==> config.mk <==
export PLATFORM = sky130hd
export DESIGN_NAME = ssr_stage_setup
export DESIGN_NICKNAME = d
export VERILOG_FILES = /design/src/ssr_pkg.sv /design/src/ssr_mem_if.sv /design/src/ssr_stage_decode.sv /design/src/ssr_stage_mem.sv /design/src/ssr_stage_setup.sv
export SDC_FILE = /design/constraint.sdc
export NUM_CORES = 1
export LEC_CHECK = 0
export BUFFER_PORTS_ARGS = -buffer_cell sky130_fd_sc_hd__buf_2
export CELL_PAD_IN_SITES_DETAIL_PLACEMENT = 1
export CELL_PAD_IN_SITES_GLOBAL_PLACEMENT = 1
export CORE_MARGIN = 4
export CORE_UTILIZATION = 60
export CTS_BUF_LIST = sky130_fd_sc_hd__clkbuf_4 sky130_fd_sc_hd__clkbuf_8
export DETAILED_ROUTE_END_ITERATION = 10
export PLACE_DENSITY_LB_ADDON = 0.2
export SETUP_SLACK_MARGIN = 0.2
export SLEW_MARGIN = 10
export SYNTH_ARGS = -nofsm -noshare
export SYNTH_HDL_FRONTEND = slang
export SYNTH_SLANG_ARGS = --single-unit
==> constraint.sdc <==
create_clock -name core_clk -period 68.4 [get_ports core_clk]
set_input_delay 6.84 -clock core_clk [delete_from_list [all_inputs] [get_ports core_clk]]
set_output_delay 6.84 -clock core_clk [all_outputs]
set_load 0.01 [all_outputs]
==> src/ssr_pkg.sv <==
/*
  Constants, field layout and types shared by the stage setup register bank.
  Assumes one 16-bit word per register, four registers per stage.
*/
package ssr_pkg;

  localparam int SSR_STAGES   = 12;
  localparam int SSR_LANES    = 4;
  localparam int SSR_WORD_W   = 16;
  localparam int SSR_ADDR_W   = 8;

  // Lane of each register within a stage; word index = stage * 4 + lane.
  localparam logic [1:0] SSR_LANE_LOW_ROUTE  = 2'h0;
  localparam logic [1:0] SSR_LANE_HIGH_ROUTE = 2'h1;
  localparam logic [1:0] SSR_LANE_OFFSET     = 2'h2;
  localparam logic [1:0] SSR_LANE_SENS       = 2'h3;

  // Writable bits of each lane; the others read back as zero.
  localparam logic [15:0] SSR_LANE_MASK [SSR_LANES] =
    '{16'h3FFF, 16'hFFFF, 16'hFFFF, 16'h7F7F};
  localparam logic [15:0] SSR_WORD_RESET = 16'h0000;

  // Extra registers beyond the stage space.
  localparam logic [7:0] SSR_CTRL_INDEX   = 8'h30;
  localparam logic [7:0] SSR_STATUS_INDEX = 8'h31;
  localparam int         SSR_CTRL_ENABLE_BIT   = 0;
  localparam int         SSR_STATUS_ENABLE_BIT = 4;
  localparam int         SSR_STATUS_CLAMP_BIT  = 8;
  localparam logic       SSR_CTRL_ENABLE_RESET = 1'b0;

  // Routing codes for one sensor input.
  localparam logic [1:0] SSR_ROUTE_ISOLATE  = 2'h0;
  localparam logic [1:0] SSR_ROUTE_NEGATIVE = 2'h1;
  localparam logic [1:0] SSR_ROUTE_POSITIVE = 2'h2;
  localparam logic [1:0] SSR_ROUTE_BIAS     = 2'h3;

  // Highest defined peak-detect code (90 percent).
  localparam logic [2:0] SSR_PEAK_MAX = 3'h5;

  typedef struct packed {
    logic [27:0] route;
    logic        low_off;
    logic        high_off;
    logic [6:0]  low_val;
    logic        low_steer;
    logic [6:0]  high_val;
    logic        high_steer;
    logic [3:0]  low_ratio;
    logic [2:0]  low_peak;
    logic [3:0]  high_ratio;
    logic [2:0]  high_peak;
  } ssr_stage_cfg_t;

  typedef enum logic [1:0] {
    SSR_BUS_IDLE,
    SSR_BUS_FETCH,
    SSR_BUS_ACK
  } ssr_bus_state_t;

endpackage : ssr_pkg

==> src/ssr_mem_if.sv <==
/*
  Carrier between the register bank control and its stage memory.
  Assumes both ends share one clock.
*/
`timescale 1ns/100ps
interface ssr_mem_if #(parameter int STAGES = 12);
  localparam int SW = (STAGES > 1) ? $clog2(STAGES) : 1;
  logic          wr_en;
  logic [SW-1:0] wr_stage;
  logic [1:0]    wr_lane;
  logic [15:0]   wr_data;
  logic [SW-1:0] a_stage;
  logic [1:0]    a_lane;
  logic [15:0]   a_data;
  logic [SW-1:0] b_stage;
  logic [63:0]   b_data;

  modport mem (input wr_en, wr_stage, wr_lane, wr_data, a_stage, a_lane,
               b_stage, output a_data, b_data);
  modport ctl (output wr_en, wr_stage, wr_lane, wr_data, a_stage, a_lane,
               b_stage, input a_data, b_data);
endinterface : ssr_mem_if

==> src/ssr_stage_decode.sv <==
/*
  Splits one stage entry into its fields, or parks them when not live.
  Assumes lane 0 lower routing, 1 upper routing, 2 offset, 3 sensitivity.
*/
`timescale 1ns/100ps
module ssr_stage_decode
  import ssr_pkg::*;
(
  // Stage entry.
  input  wire logic        live,
  input  wire logic [63:0] stage_word,
  // Decoded fields.
  output ssr_stage_cfg_t   cfg,
  output logic             clamped
);

  logic [15:0] lo;
  logic [15:0] hi;
  logic [15:0] ofs;
  logic [15:0] sens;

  assign lo   = stage_word[15:0];
  assign hi   = stage_word[31:16];
  assign ofs  = stage_word[47:32];
  assign sens = stage_word[63:48];

  always_comb begin
    cfg          = '0;
    cfg.low_off  = 1'b1;
    cfg.high_off = 1'b1;
    clamped      = 1'b0;
    if (live) begin
      cfg.route      = {hi[13:0], lo[13:0]};
      cfg.low_off    = hi[14];
      cfg.high_off   = hi[15];
      cfg.low_val    = ofs[6:0];
      cfg.low_steer  = ofs[7];
      cfg.high_val   = ofs[14:8];
      cfg.high_steer = ofs[15];
      cfg.low_ratio  = sens[3:0];
      cfg.high_ratio = sens[11:8];
      cfg.low_peak   = (sens[6:4] > SSR_PEAK_MAX) ? SSR_PEAK_MAX
                                                 : sens[6:4];
      cfg.high_peak  = (sens[14:12] > SSR_PEAK_MAX) ? SSR_PEAK_MAX
                                                   : sens[14:12];
      clamped = (sens[6:4] > SSR_PEAK_MAX) ||
                (sens[14:12] > SSR_PEAK_MAX);
    end
  end

endmodule : ssr_stage_decode

==> src/ssr_stage_mem.sv <==
/*
  Stage memory: one 64-bit entry of four 16-bit words per stage.
  Port A reads one word for the bus, port B a whole stage; both registered.
  Assumes the writer has already applied the lane masks.
*/
`timescale 1ns/100ps
module ssr_stage_mem
  import ssr_pkg::*;
#(
  parameter int STAGES = 12
) (
  // Clock and reset.
  input wire logic core_clk,
  input wire logic rst_n,
  // Memory port.
  ssr_mem_if.mem   mem
);
  // A single stage still needs a one-bit stage index.
  localparam int SW = (STAGES > 1) ? $clog2(STAGES) : 1;

  logic [63:0] store [STAGES];

  if (STAGES < 1 || STAGES > 16) begin : g_check
    $error("ssr_stage_mem: STAGES must be 1 to 16");
  end

  for (genvar s = 0; s < STAGES; s++) begin : g_entry
    always_ff @(posedge core_clk or negedge rst_n) begin
      if (!rst_n) begin
        store[s] <= {SSR_LANES{SSR_WORD_RESET}};
      end else if (mem.wr_en && mem.wr_stage == SW'(s)) begin
        store[s][{mem.wr_lane, 4'h0} +: 16] <= mem.wr_data;
      end
    end
  end

  always_ff @(posedge core_clk or negedge rst_n) begin
    if (!rst_n) begin
      mem.a_data <= 16'h0000;
    end else if (mem.a_stage < STAGES) begin
      mem.a_data <= store[mem.a_stage][{mem.a_lane, 4'h0} +: 16];
    end else begin
      mem.a_data <= 16'h0000;
    end
  end

  always_ff @(posedge core_clk or negedge rst_n) begin
    if (!rst_n) begin
      mem.b_data <= 64'h0000000000000000;
    end else if (mem.b_stage < STAGES) begin
      mem.b_data <= store[mem.b_stage];
    end else begin
      mem.b_data <= 64'h0000000000000000;
    end
  end

endmodule : ssr_stage_mem

==> src/ssr_stage_setup.sv <==
/*
  Per-stage setup register bank of a capacitance converter with an
  Avalon-MM slave for software and a stage port for the sequencer.
  Assumes the sequencer drives stage_select from core_clk logic.
*/
// Behaviour
// - Inputs eleven to thirteen take 2-bit routing fields at upper bits 13:8.
// - Upper routing bit 14 set disables the low-side front-end offset.
// - Upper routing bit 15 set disables the high-side front-end offset.
// - Offset bits 6:0 hold the low-side offset magnitude, 0.16 pF steps.
// - Offset bit 7 moves the low-side offset to the positive input.
// - Offset bits 14:8 hold the high-side offset magnitude, 0.16 pF steps.
// - Offset bit 15 moves the high-side offset to the negative input.
// - Sensitivity bits 3:0 select one of sixteen low-side touch ratios.
// - Sensitivity bits 6:4 select the low-side peak level, 40 to 90 percent.
// - Sensitivity bits 11:8 select the high-side touch ratio.
// - Sensitivity bits 14:12 select the high-side peak level.
// - Each of twelve stages has its own four setup registers.
// - Lower routing register holds the low inputs from bits 1:0 upward.
// - Inputs seven to ten occupy upper routing bits 7:0.
`timescale 1ns/100ps
module ssr_stage_setup
  import ssr_pkg::*;
#(
  parameter int STAGES = SSR_STAGES
) (
  // Clock and reset.
  input  wire logic        core_clk,
  input  wire logic        reset_n,
  // Avalon-MM slave.
  input  wire logic [7:0]  avs_address,
  input  wire logic        avs_read,
  input  wire logic        avs_write,
  input  wire logic [31:0] avs_writedata,
  input  wire logic [3:0]  avs_byteenable,
  output logic [31:0]      avs_readdata,
  output logic             avs_waitrequest,
  // Sequencer stage port.
  input  wire logic [3:0]  stage_select,
  output logic             cfg_valid,
  output logic [27:0]      input_routing_field,
  output logic             low_side_offset_off,
  output logic             high_side_offset_off,
  output logic [6:0]       low_side_offset_value,
  output logic             low_side_offset_steer,
  output logic [6:0]       high_side_offset_value,
  output logic             high_side_offset_steer,
  output logic [3:0]       low_side_touch_ratio,
  output logic [2:0]       low_side_peak_level,
  output logic [3:0]       high_side_touch_ratio,
  output logic [2:0]       high_side_peak_level
);

  // A single stage still needs a one-bit stage index.
  localparam int SW = (STAGES > 1) ? $clog2(STAGES) : 1;

  if (STAGES < 1 || STAGES > 16 || STAGES * SSR_LANES > SSR_CTRL_INDEX)
  begin : g_check
    $error("ssr_stage_setup: STAGES out of range");
  end

  // Reset release through two flip-flops.
  logic rst_meta;
  logic rst_n;

  always_ff @(posedge core_clk or negedge reset_n) begin
    if (!reset_n) begin
      rst_meta <= 1'b0;
      rst_n    <= 1'b0;
    end else begin
      rst_meta <= 1'b1;
      rst_n    <= rst_meta;
    end
  end

  ssr_mem_if #(.STAGES(STAGES)) mem_if ();

  ssr_stage_mem #(.STAGES(STAGES)) u_mem (
    .core_clk (core_clk),
    .rst_n    (rst_n),
    .mem      (mem_if.mem)
  );

  // Address decode.
  logic       in_stage_space;
  logic [1:0] lane;

  assign lane           = avs_address[1:0];
  assign in_stage_space = avs_address < STAGES * SSR_LANES;

  // Bus sequence: take request, fetch word, answer and commit write.
  ssr_bus_state_t bus_state;

  always_ff @(posedge core_clk or negedge rst_n) begin
    if (!rst_n) begin
      bus_state <= SSR_BUS_IDLE;
    end else begin
      case (bus_state)
        SSR_BUS_IDLE: begin
          if (avs_read || avs_write) begin
            bus_state <= SSR_BUS_FETCH;
          end
        end
        SSR_BUS_FETCH: bus_state <= SSR_BUS_ACK;
        SSR_BUS_ACK:   bus_state <= SSR_BUS_IDLE;
        default:       bus_state <= SSR_BUS_IDLE;
      endcase
    end
  end

  always_ff @(posedge core_clk or negedge rst_n) begin
    if (!rst_n) begin
      avs_waitrequest <= 1'b1;
    end else begin
      avs_waitrequest <= (bus_state != SSR_BUS_FETCH);
    end
  end

  // Write path: byte lanes merged over the fetched word, then masked.
  logic        commit;
  logic [15:0] merged;

  assign commit = (bus_state == SSR_BUS_ACK) && avs_write;
  assign merged = {avs_byteenable[1] ? avs_writedata[15:8]
                                     : mem_if.a_data[15:8],
                   avs_byteenable[0] ? avs_writedata[7:0]
                                     : mem_if.a_data[7:0]};

  assign mem_if.wr_en    = commit && in_stage_space;
  assign mem_if.wr_stage = SW'(avs_address[7:2]);
  assign mem_if.wr_lane  = lane;
  assign mem_if.wr_data  = merged & SSR_LANE_MASK[lane];
  assign mem_if.a_stage  = SW'(avs_address[7:2]);
  assign mem_if.a_lane   = lane;

  // Control register: enable gates the stage port.
  logic ctrl_enable;

  always_ff @(posedge core_clk or negedge rst_n) begin
    if (!rst_n) begin
      ctrl_enable <= SSR_CTRL_ENABLE_RESET;
    end else if (commit && avs_address == SSR_CTRL_INDEX &&
                 avs_byteenable[0]) begin
      ctrl_enable <= avs_writedata[SSR_CTRL_ENABLE_BIT];
    end
  end

  // Stage port: memory read, then decode into the output flops.
  logic       stage_hit;
  logic [3:0] stage_q;
  logic       dec_clamped;
  ssr_stage_cfg_t dec_cfg;
  ssr_stage_cfg_t cfg_q;

  assign mem_if.b_stage = SW'(stage_select);

  always_ff @(posedge core_clk or negedge rst_n) begin
    if (!rst_n) begin
      stage_hit <= 1'b0;
      stage_q   <= 4'h0;
    end else begin
      stage_hit <= ctrl_enable && (stage_select < STAGES);
      stage_q   <= stage_select;
    end
  end

  ssr_stage_decode u_dec (
    .live       (stage_hit),
    .stage_word (mem_if.b_data),
    .cfg        (dec_cfg),
    .clamped    (dec_clamped)
  );

  always_ff @(posedge core_clk or negedge rst_n) begin
    if (!rst_n) begin
      cfg_q          <= '0;
      cfg_q.low_off  <= 1'b1;
      cfg_q.high_off <= 1'b1;
      cfg_valid      <= 1'b0;
    end else begin
      cfg_q     <= dec_cfg;
      cfg_valid <= stage_hit;
    end
  end

  assign input_routing_field    = cfg_q.route;
  assign low_side_offset_off    = cfg_q.low_off;
  assign high_side_offset_off   = cfg_q.high_off;
  assign low_side_offset_value  = cfg_q.low_val;
  assign low_side_offset_steer  = cfg_q.low_steer;
  assign high_side_offset_value = cfg_q.high_val;
  assign high_side_offset_steer = cfg_q.high_steer;
  assign low_side_touch_ratio   = cfg_q.low_ratio;
  assign low_side_peak_level    = cfg_q.low_peak;
  assign high_side_touch_ratio  = cfg_q.high_ratio;
  assign high_side_peak_level   = cfg_q.high_peak;

  // Sticky flag: a live stage used an undefined peak code. A new event
  // wins over a write-one clear in the same cycle.
  logic clamp_seen;

  always_ff @(posedge core_clk or negedge rst_n) begin
    if (!rst_n) begin
      clamp_seen <= 1'b0;
    end else if (stage_hit && dec_clamped) begin
      clamp_seen <= 1'b1;
    end else if (commit && avs_address == SSR_STATUS_INDEX &&
                 avs_byteenable[1] &&
                 avs_writedata[SSR_STATUS_CLAMP_BIT]) begin
      clamp_seen <= 1'b0;
    end
  end

  // Read data, registered one cycle before the answer.
  logic [31:0] next_readdata;

  always_comb begin
    next_readdata = 32'h00000000;
    if (in_stage_space) begin
      next_readdata[15:0] = mem_if.a_data;
    end else if (avs_address == SSR_CTRL_INDEX) begin
      next_readdata[SSR_CTRL_ENABLE_BIT] = ctrl_enable;
    end else if (avs_address == SSR_STATUS_INDEX) begin
      next_readdata[3:0]                   = stage_q;
      next_readdata[SSR_STATUS_ENABLE_BIT] = ctrl_enable;
      next_readdata[SSR_STATUS_CLAMP_BIT]  = clamp_seen;
    end
  end

  always_ff @(posedge core_clk or negedge rst_n) begin
    if (!rst_n) begin
      avs_readdata <= 32'h00000000;
    end else if (bus_state == SSR_BUS_FETCH) begin
      avs_readdata <= next_readdata;
    end
  end
endmodule : ssr_stage_setup
# --- Word-level counts from Yosys, hierarchy flattened ---
# Cells that the tools add are included.
totals:
  reg_bits: 936
  out_inout_bits: 94
  elab_cells: 136
op_classes:
  addsub: 1
  magnitude_cmp: 8
  eq_ne: 17
  shifts: 3
  n_mux: 42
  bitwise: 4
  n_reduce_logical: 26
op_table:
  columns: ["op", "n"]
  rows:
  - ["$bwmux W64", 12]
  - ["$bmux W64 S4", 2]
  - ["$mux W63", 3]
  - ["$mux W64", 2]
  - ["$shift A16 B8 Y64 const A", 1]
  - ["$shiftx A16 B8 Y64", 1]
  - ["$shiftx A64 B7 Y16", 1]
  - ["$mux W60", 1]
  - ["$mux W16", 3]
  - ["$bmux W16 S2", 1]
  - ["$logic_and A1 B1 Y1", 21]
  - ["$and A16 B16 Y16", 1]
  - ["$eq A4 B3 Y1 const B", 4]
  - ["$eq A4 B4 Y1 const B", 4]
  - ["$eq A8 B6 Y1 const B", 2]
  - ["$mux W8", 2]
  - ["$ge A5 B5 Y1 const B", 2]
  - ["$mux W5", 2]
  - ["$not A4 Y5", 2]
  - ["$mux W3", 3]
  - ["$eq A4 B2 Y1 const B", 2]
  - ["$lt A4 B4 Y1 const B", 2]
  - ["$lt A8 B6 Y1 const B", 1]
  - ["$neg A6 Y8", 1]
  - ["17 further kinds", 25]

# --- Longest topological paths before layout ---
depth:
  depth_word: 7
  ltp_mapped: 8
  mapped_depth_nobuf: 6

# --- Hierarchy ---
# Synthesis repeated with hierarchy kept, for this count alone.
hier_totals:
  cells_unflattened: 3933
  hier_area_um2: 45019.4
by_module_without_submodules:
  columns: ["mod", "n_inst", "cells_each", "area_each_um2"]
  rows:
  - ["ssr_stage_mem", 1, 3659, 41564.9]
  - ["ssr_stage_setup", 1, 204, 3017.9]
  - ["ssr_stage_decode", 1, 70, 436.7]

# --- Worst setup path after synthesis ---
# Ideal clock, no wire load.
synth_path:
  kind: "input to register"
  startpoint: "input port avs_address[3]"
  endpoint: "register u_mem.mem.a_data[10]"
  setup_ps: 120
  arrival_ps: 8537
  t_required_ps: 68280
  setup_slack_ps: 59743
  stages: 5
  n_path_buf: 2
  cell_sequence: "buf_2 -> buf_1 -> mux4_2 -> a221o_1 -> and3_1"
synth_via:
  elab_chain_len: 6
  elab_cells_between_ends: 7
  classes_between: "order compare: 1; shift: 1; mux: 4; bitwise: 1"
synth_lines:
  columns: ["item", "line_no", "text"]
  rows:
  - ["start: declaration", "ssr_stage_setup.sv:31", "input wire logic [7:0] avs_address,"]
  - ["$not A4 Y5 (not written as such)", "ssr_stage_mem.sv:41", "mem.a_data <= store[mem.a_stage][{mem.a_lane, 4'h0} +: 16];"]
  - ["$bmux W64 S4", "ssr_stage_mem.sv:41", null]
  - ["$mux W64 (not written as such) (2 in a row)", "ssr_stage_mem.sv:41", null]
  - ["$shiftx A64 B7 Y16", "ssr_stage_mem.sv:41", null]
  - ["$mux W16 *", "ssr_stage_mem.sv:40", "end else if (mem.a_stage < STAGES) begin"]
  - ["end signal: assignment", "ssr_stage_mem.sv:41", null]
  - ["end: declaration", "ssr_mem_if.sv:19", "b_stage, output a_data, b_data);"]
# Mark *: on every way between the ends. The rest lies on a longest branch, timed or not. The select of a mux whose other input is x is not followed.
# A chain may end at the register's enable or synchronous reset.

# --- Worst setup path in the final report ---
layout_path:
  startpoint: "input port avs_address[3]"
  endpoint: "register u_mem.mem.a_data[15]"
# The elaborated chain is that of the path after synthesis.

==> flow_summary_export.csv <==
group,metric,value,unit
run_status,status,"finished, final reports clean",
timing,fmax,0.102,GHz
timing,period_needed,9.82,ns
pwr,p_clk_frac,0.444,
final_layout,final_cell_mix,"928 x dfrtp_1, 740 x mux2_2, 356 x mux4_2",
global_routing,grt_pass1_wl,220,mm
global_routing,met2_usage,0.566,
global_routing,grt_use_total,0.364,
pwr,comb_power_share,0.071,
yosys,synth_flop_cell,"dfrtp_1",
critical_path,r2r-start,"rst_n",
route,dr_total_vias,29600,
pwr,p_leak,24.3,nW
placement,hpwlAfterDp,87.9,mm
route,routedWlPerCell,34.6,um
timing,fin_ws,58.58,ns
timing,hold_violations,0,
critical_path,reg2reg_depth,3,
placement,port_buffers,111,
floorplan,die_h,286,um
floorplan,initial_utilization,0.608,
global_routing,overflow,0,
global_routing,grt_use_met3,0.0940,
final_layout,seqCellArea,23400,um^2
clock_tree,path_clk_slew,0.06,ns
final_layout,final_common_cell,"dfrtp_1",
floorplan,core_area,76300,um^2
timing,fin_skew,0.0304,ns
route,wirelength,147,mm
final_layout,syn_to_final_growth,8.96,%
floorplan,die_area,81800,um^2
critical_path,path_class,"in2reg",
pwr,p_sw_frac,0.256,
critical_path,worst_ep_arrival_time,10.52,ns
clock_tree,hold_buffers,0,
timing,grt_setup_unrepaired,"no",
pwr,seq_power_share,0.486,
yosys,synth_area,46400,um^2
pwr,internal_power,0.000861,W
critical_path,setup.worst_path.start_class,"primary input",
yosys,syn_area_per_cell,15.3,um^2
global_routing,use_met1,0.483,
critical_path,endpoint_kind,"flop",
global_routing,antenna_found_initial,8,
critical_path,r2r_end,"u_mem.store[522]",
clock_tree,clock-sinks,933,
yosys,synth-edff-count,0,
timing,maxSlewHeadroom,0.181,
clock_tree,cts.htree.levels,4,
final_layout,nets,3144,
timing,fin_setup_tns,0,ns
floorplan,io_pins,146,
min_path,min_path_type,"reg2reg",
clock_tree,post_cts_buffers,0,
yosys,synth-seq-cells,933,
timing,finalMaxSlewViolations,0,
final_layout,fin_area,50600,um^2
placement,place_area,47300,um^2
clock_tree,cts_max_path_buffers,3,
placement,place.gp.congestion,0.907,
yosys,synth.distinct_cells,49,
yosys,yosysSeqAreaShare,0.503,
floorplan,die_w,286,um
critical_path,crit_end,"u_mem.mem.a_data[15]",
timing,report.final.setup_viol,0,
pwr,ir_drop,19.8,uV
final_layout,drive_gt1_frac,0.506,
route,dr.first_iter.drc_count,2963,
clock_tree,cts_buffers,155,
global_routing,grt_pass1_vias,32800,
final_layout,fillers,6778,
global_routing,grt_max_degree,187,
pwr,pwr_density_cell,22.9,nW/um^2
timing,finalCritPeriodShare,0.144,
placement,dp_slack,57.82,ns
yosys,synth_warnings,0,
route,drt_drc_violations_left,0,
floorplan,row_count,101,
critical_path,critPathMaxFanout,62,
clock_tree,cts_resized,0,
critical_path,ff2ff_setup_slack,64.70,ns
global_routing,busiest_layer,"met2",
timing,worst_pin_slew,1.20,ns
yosys,netlist_instances,3039,
route,first_pass_iters,5,
job,maxCapViolCount,0,
critical_path,crit_start,"avs_address[3]",
clock_tree,cts_tree,"yes",
final_layout,multiInputGateArea,21700,um^2
critical_path,crit_required,69.10,ns
clock_tree,cts_root_buf,"clkbuf_8",
route,ant_nets,0,
route,avgViaCountPerCell,7.00,
clock_tree,clk_latency,0.82,ns
pwr,p_sw,0.000297,W
yosys,async_flop_share,1.00,
-- cells in the mapped netlist (5+ instances only) --
cell type | n | share of area
a21oi_1 | 51 | 0.0055
nand3_2 | 9 | 0.0019
o221ai_1 | 16 | 0.0030
and2_1 | 54 | 0.0073
nor2b_1 | 30 | 0.0040
o21ai_0 | 92 | 0.0099
nor2_1 | 68 | 0.0055
buf_6 | 26 | 0.0063
nand2_1 | 96 | 0.0078
dfrtp_1 | 930 | 0.50
mux4_2 | 356 | 0.17
buf_1 | 38 | 0.0031
ha_1 | 7 | 0.0019
buf_4 | 43 | 0.0070
nor2_2 | 5 | 0.00067
a221o_1 | 16 | 0.0035
and3_1 | 16 | 0.0022
buf_2 | 59 | 0.0064
nor2_8 | 27 | 0.012
clkbuf_1 | 121 | 0.0098
a22oi_1 | 53 | 0.0086
mux2_1 | 5 | 0.0012
nor2_4 | 13 | 0.0032
mux2_2 | 740 | 0.18
nand2b_1 | 5 | 0.00067
mux2i_1 | 124 | 0.027
-- through the flow --
stage / std cells / utilization / total power [W] / hold WS, ns
after floorplan: 3054 / - / 0.000622 / 0.331
after global placement: 3958 / 0.620 / 0.000649 / 0.337
after detailed placement: 3958 / 0.620 / 0.000652 / 0.340
after CTS: 4230 / 0.662 / 0.00116 / 0.353
after global routing: 4232 / 0.662 / 0.00120 / 0.367
final: 4236 / 0.662 / 0.00116 / 0.351
-- state kept, by name (all words and copies together), names as in the netlist, 7 cells and up --
signal	count
u_mem.store	768
u_mem.mem.b_data	60
input_routing_field	28
avs_readdata	16
u_mem.mem.a_data	16
high_side_offset_value	7
low_side_offset_value	7
-- worst min path at each step --
stage	end	cells past startpoint	start	slack [ns]
after CTS	rst_n	0	rst_meta	0.35
after global placement	rst_n	0	rst_meta	0.34
after global routing	rst_n	0	rst_meta	0.37
after detailed placement	rst_n	0	rst_meta	0.34
final	rst_n	0	rst_meta	0.35
after floorplan	rst_n	0	rst_meta	0.33
-- power by group through the flow --
| stage | registers, W | logic (W) | clock network (W) |
|---|---|---|---|
| finish | 0.000562 | 0.0000816 | 0.000514 |
| global route | 0.000563 | 0.0000859 | 0.000549 |
| CTS | 0.000562 | 0.0000805 | 0.000519 |
| detailed placement | 0.000572 | 0.0000801 | 0 |
| global placement | 0.000572 | 0.0000779 | 0 |
| floorplan | 0.000580 | 0.0000418 | 0 |
-- worst max-delay path, cell delays in order --
cell and delay, ns:
buf_8 0.45, buf_4 0.71, buf_4 0.89, mux4_2 0.61, mux2i_1 0.32, o21ai_0 0.32
and3_1 0.28
-- cells by family after synthesis --
group / after synthesis / share of synthesized area
buffers and inverters: 290 / 0.0327
adders and majority gates: 7 / 0.00189
and+or+nand+nor: 349 / 0.0502
AOI/OAI and AO/OA: 233 / 0.0315
DFF: 933 / 0.503
muxes: 1225 / 0.380
other: 2 / 0.000162
-- per-layer routing --
layer	up-vias	wire length, um
li1	11500	-
met2	1630	68400
met4	4	7930
met5	-	23
met1	16100	56000
met3	427	14200
-- cell type report --
type                            instances  share of cell area
Antenna cell                            6            0.000297
Clock buffer                          249              0.0602
Clock inverter                         23             0.00329
Inverter                                3            0.000223
Multi-Input combinational cell       1831               0.429
Sequential cell                       933               0.462
Tap cell                             1030              0.0255
Timing Repair Buffer                  161              0.0200
No activity file was read; power rests on OpenSTA's default activity.
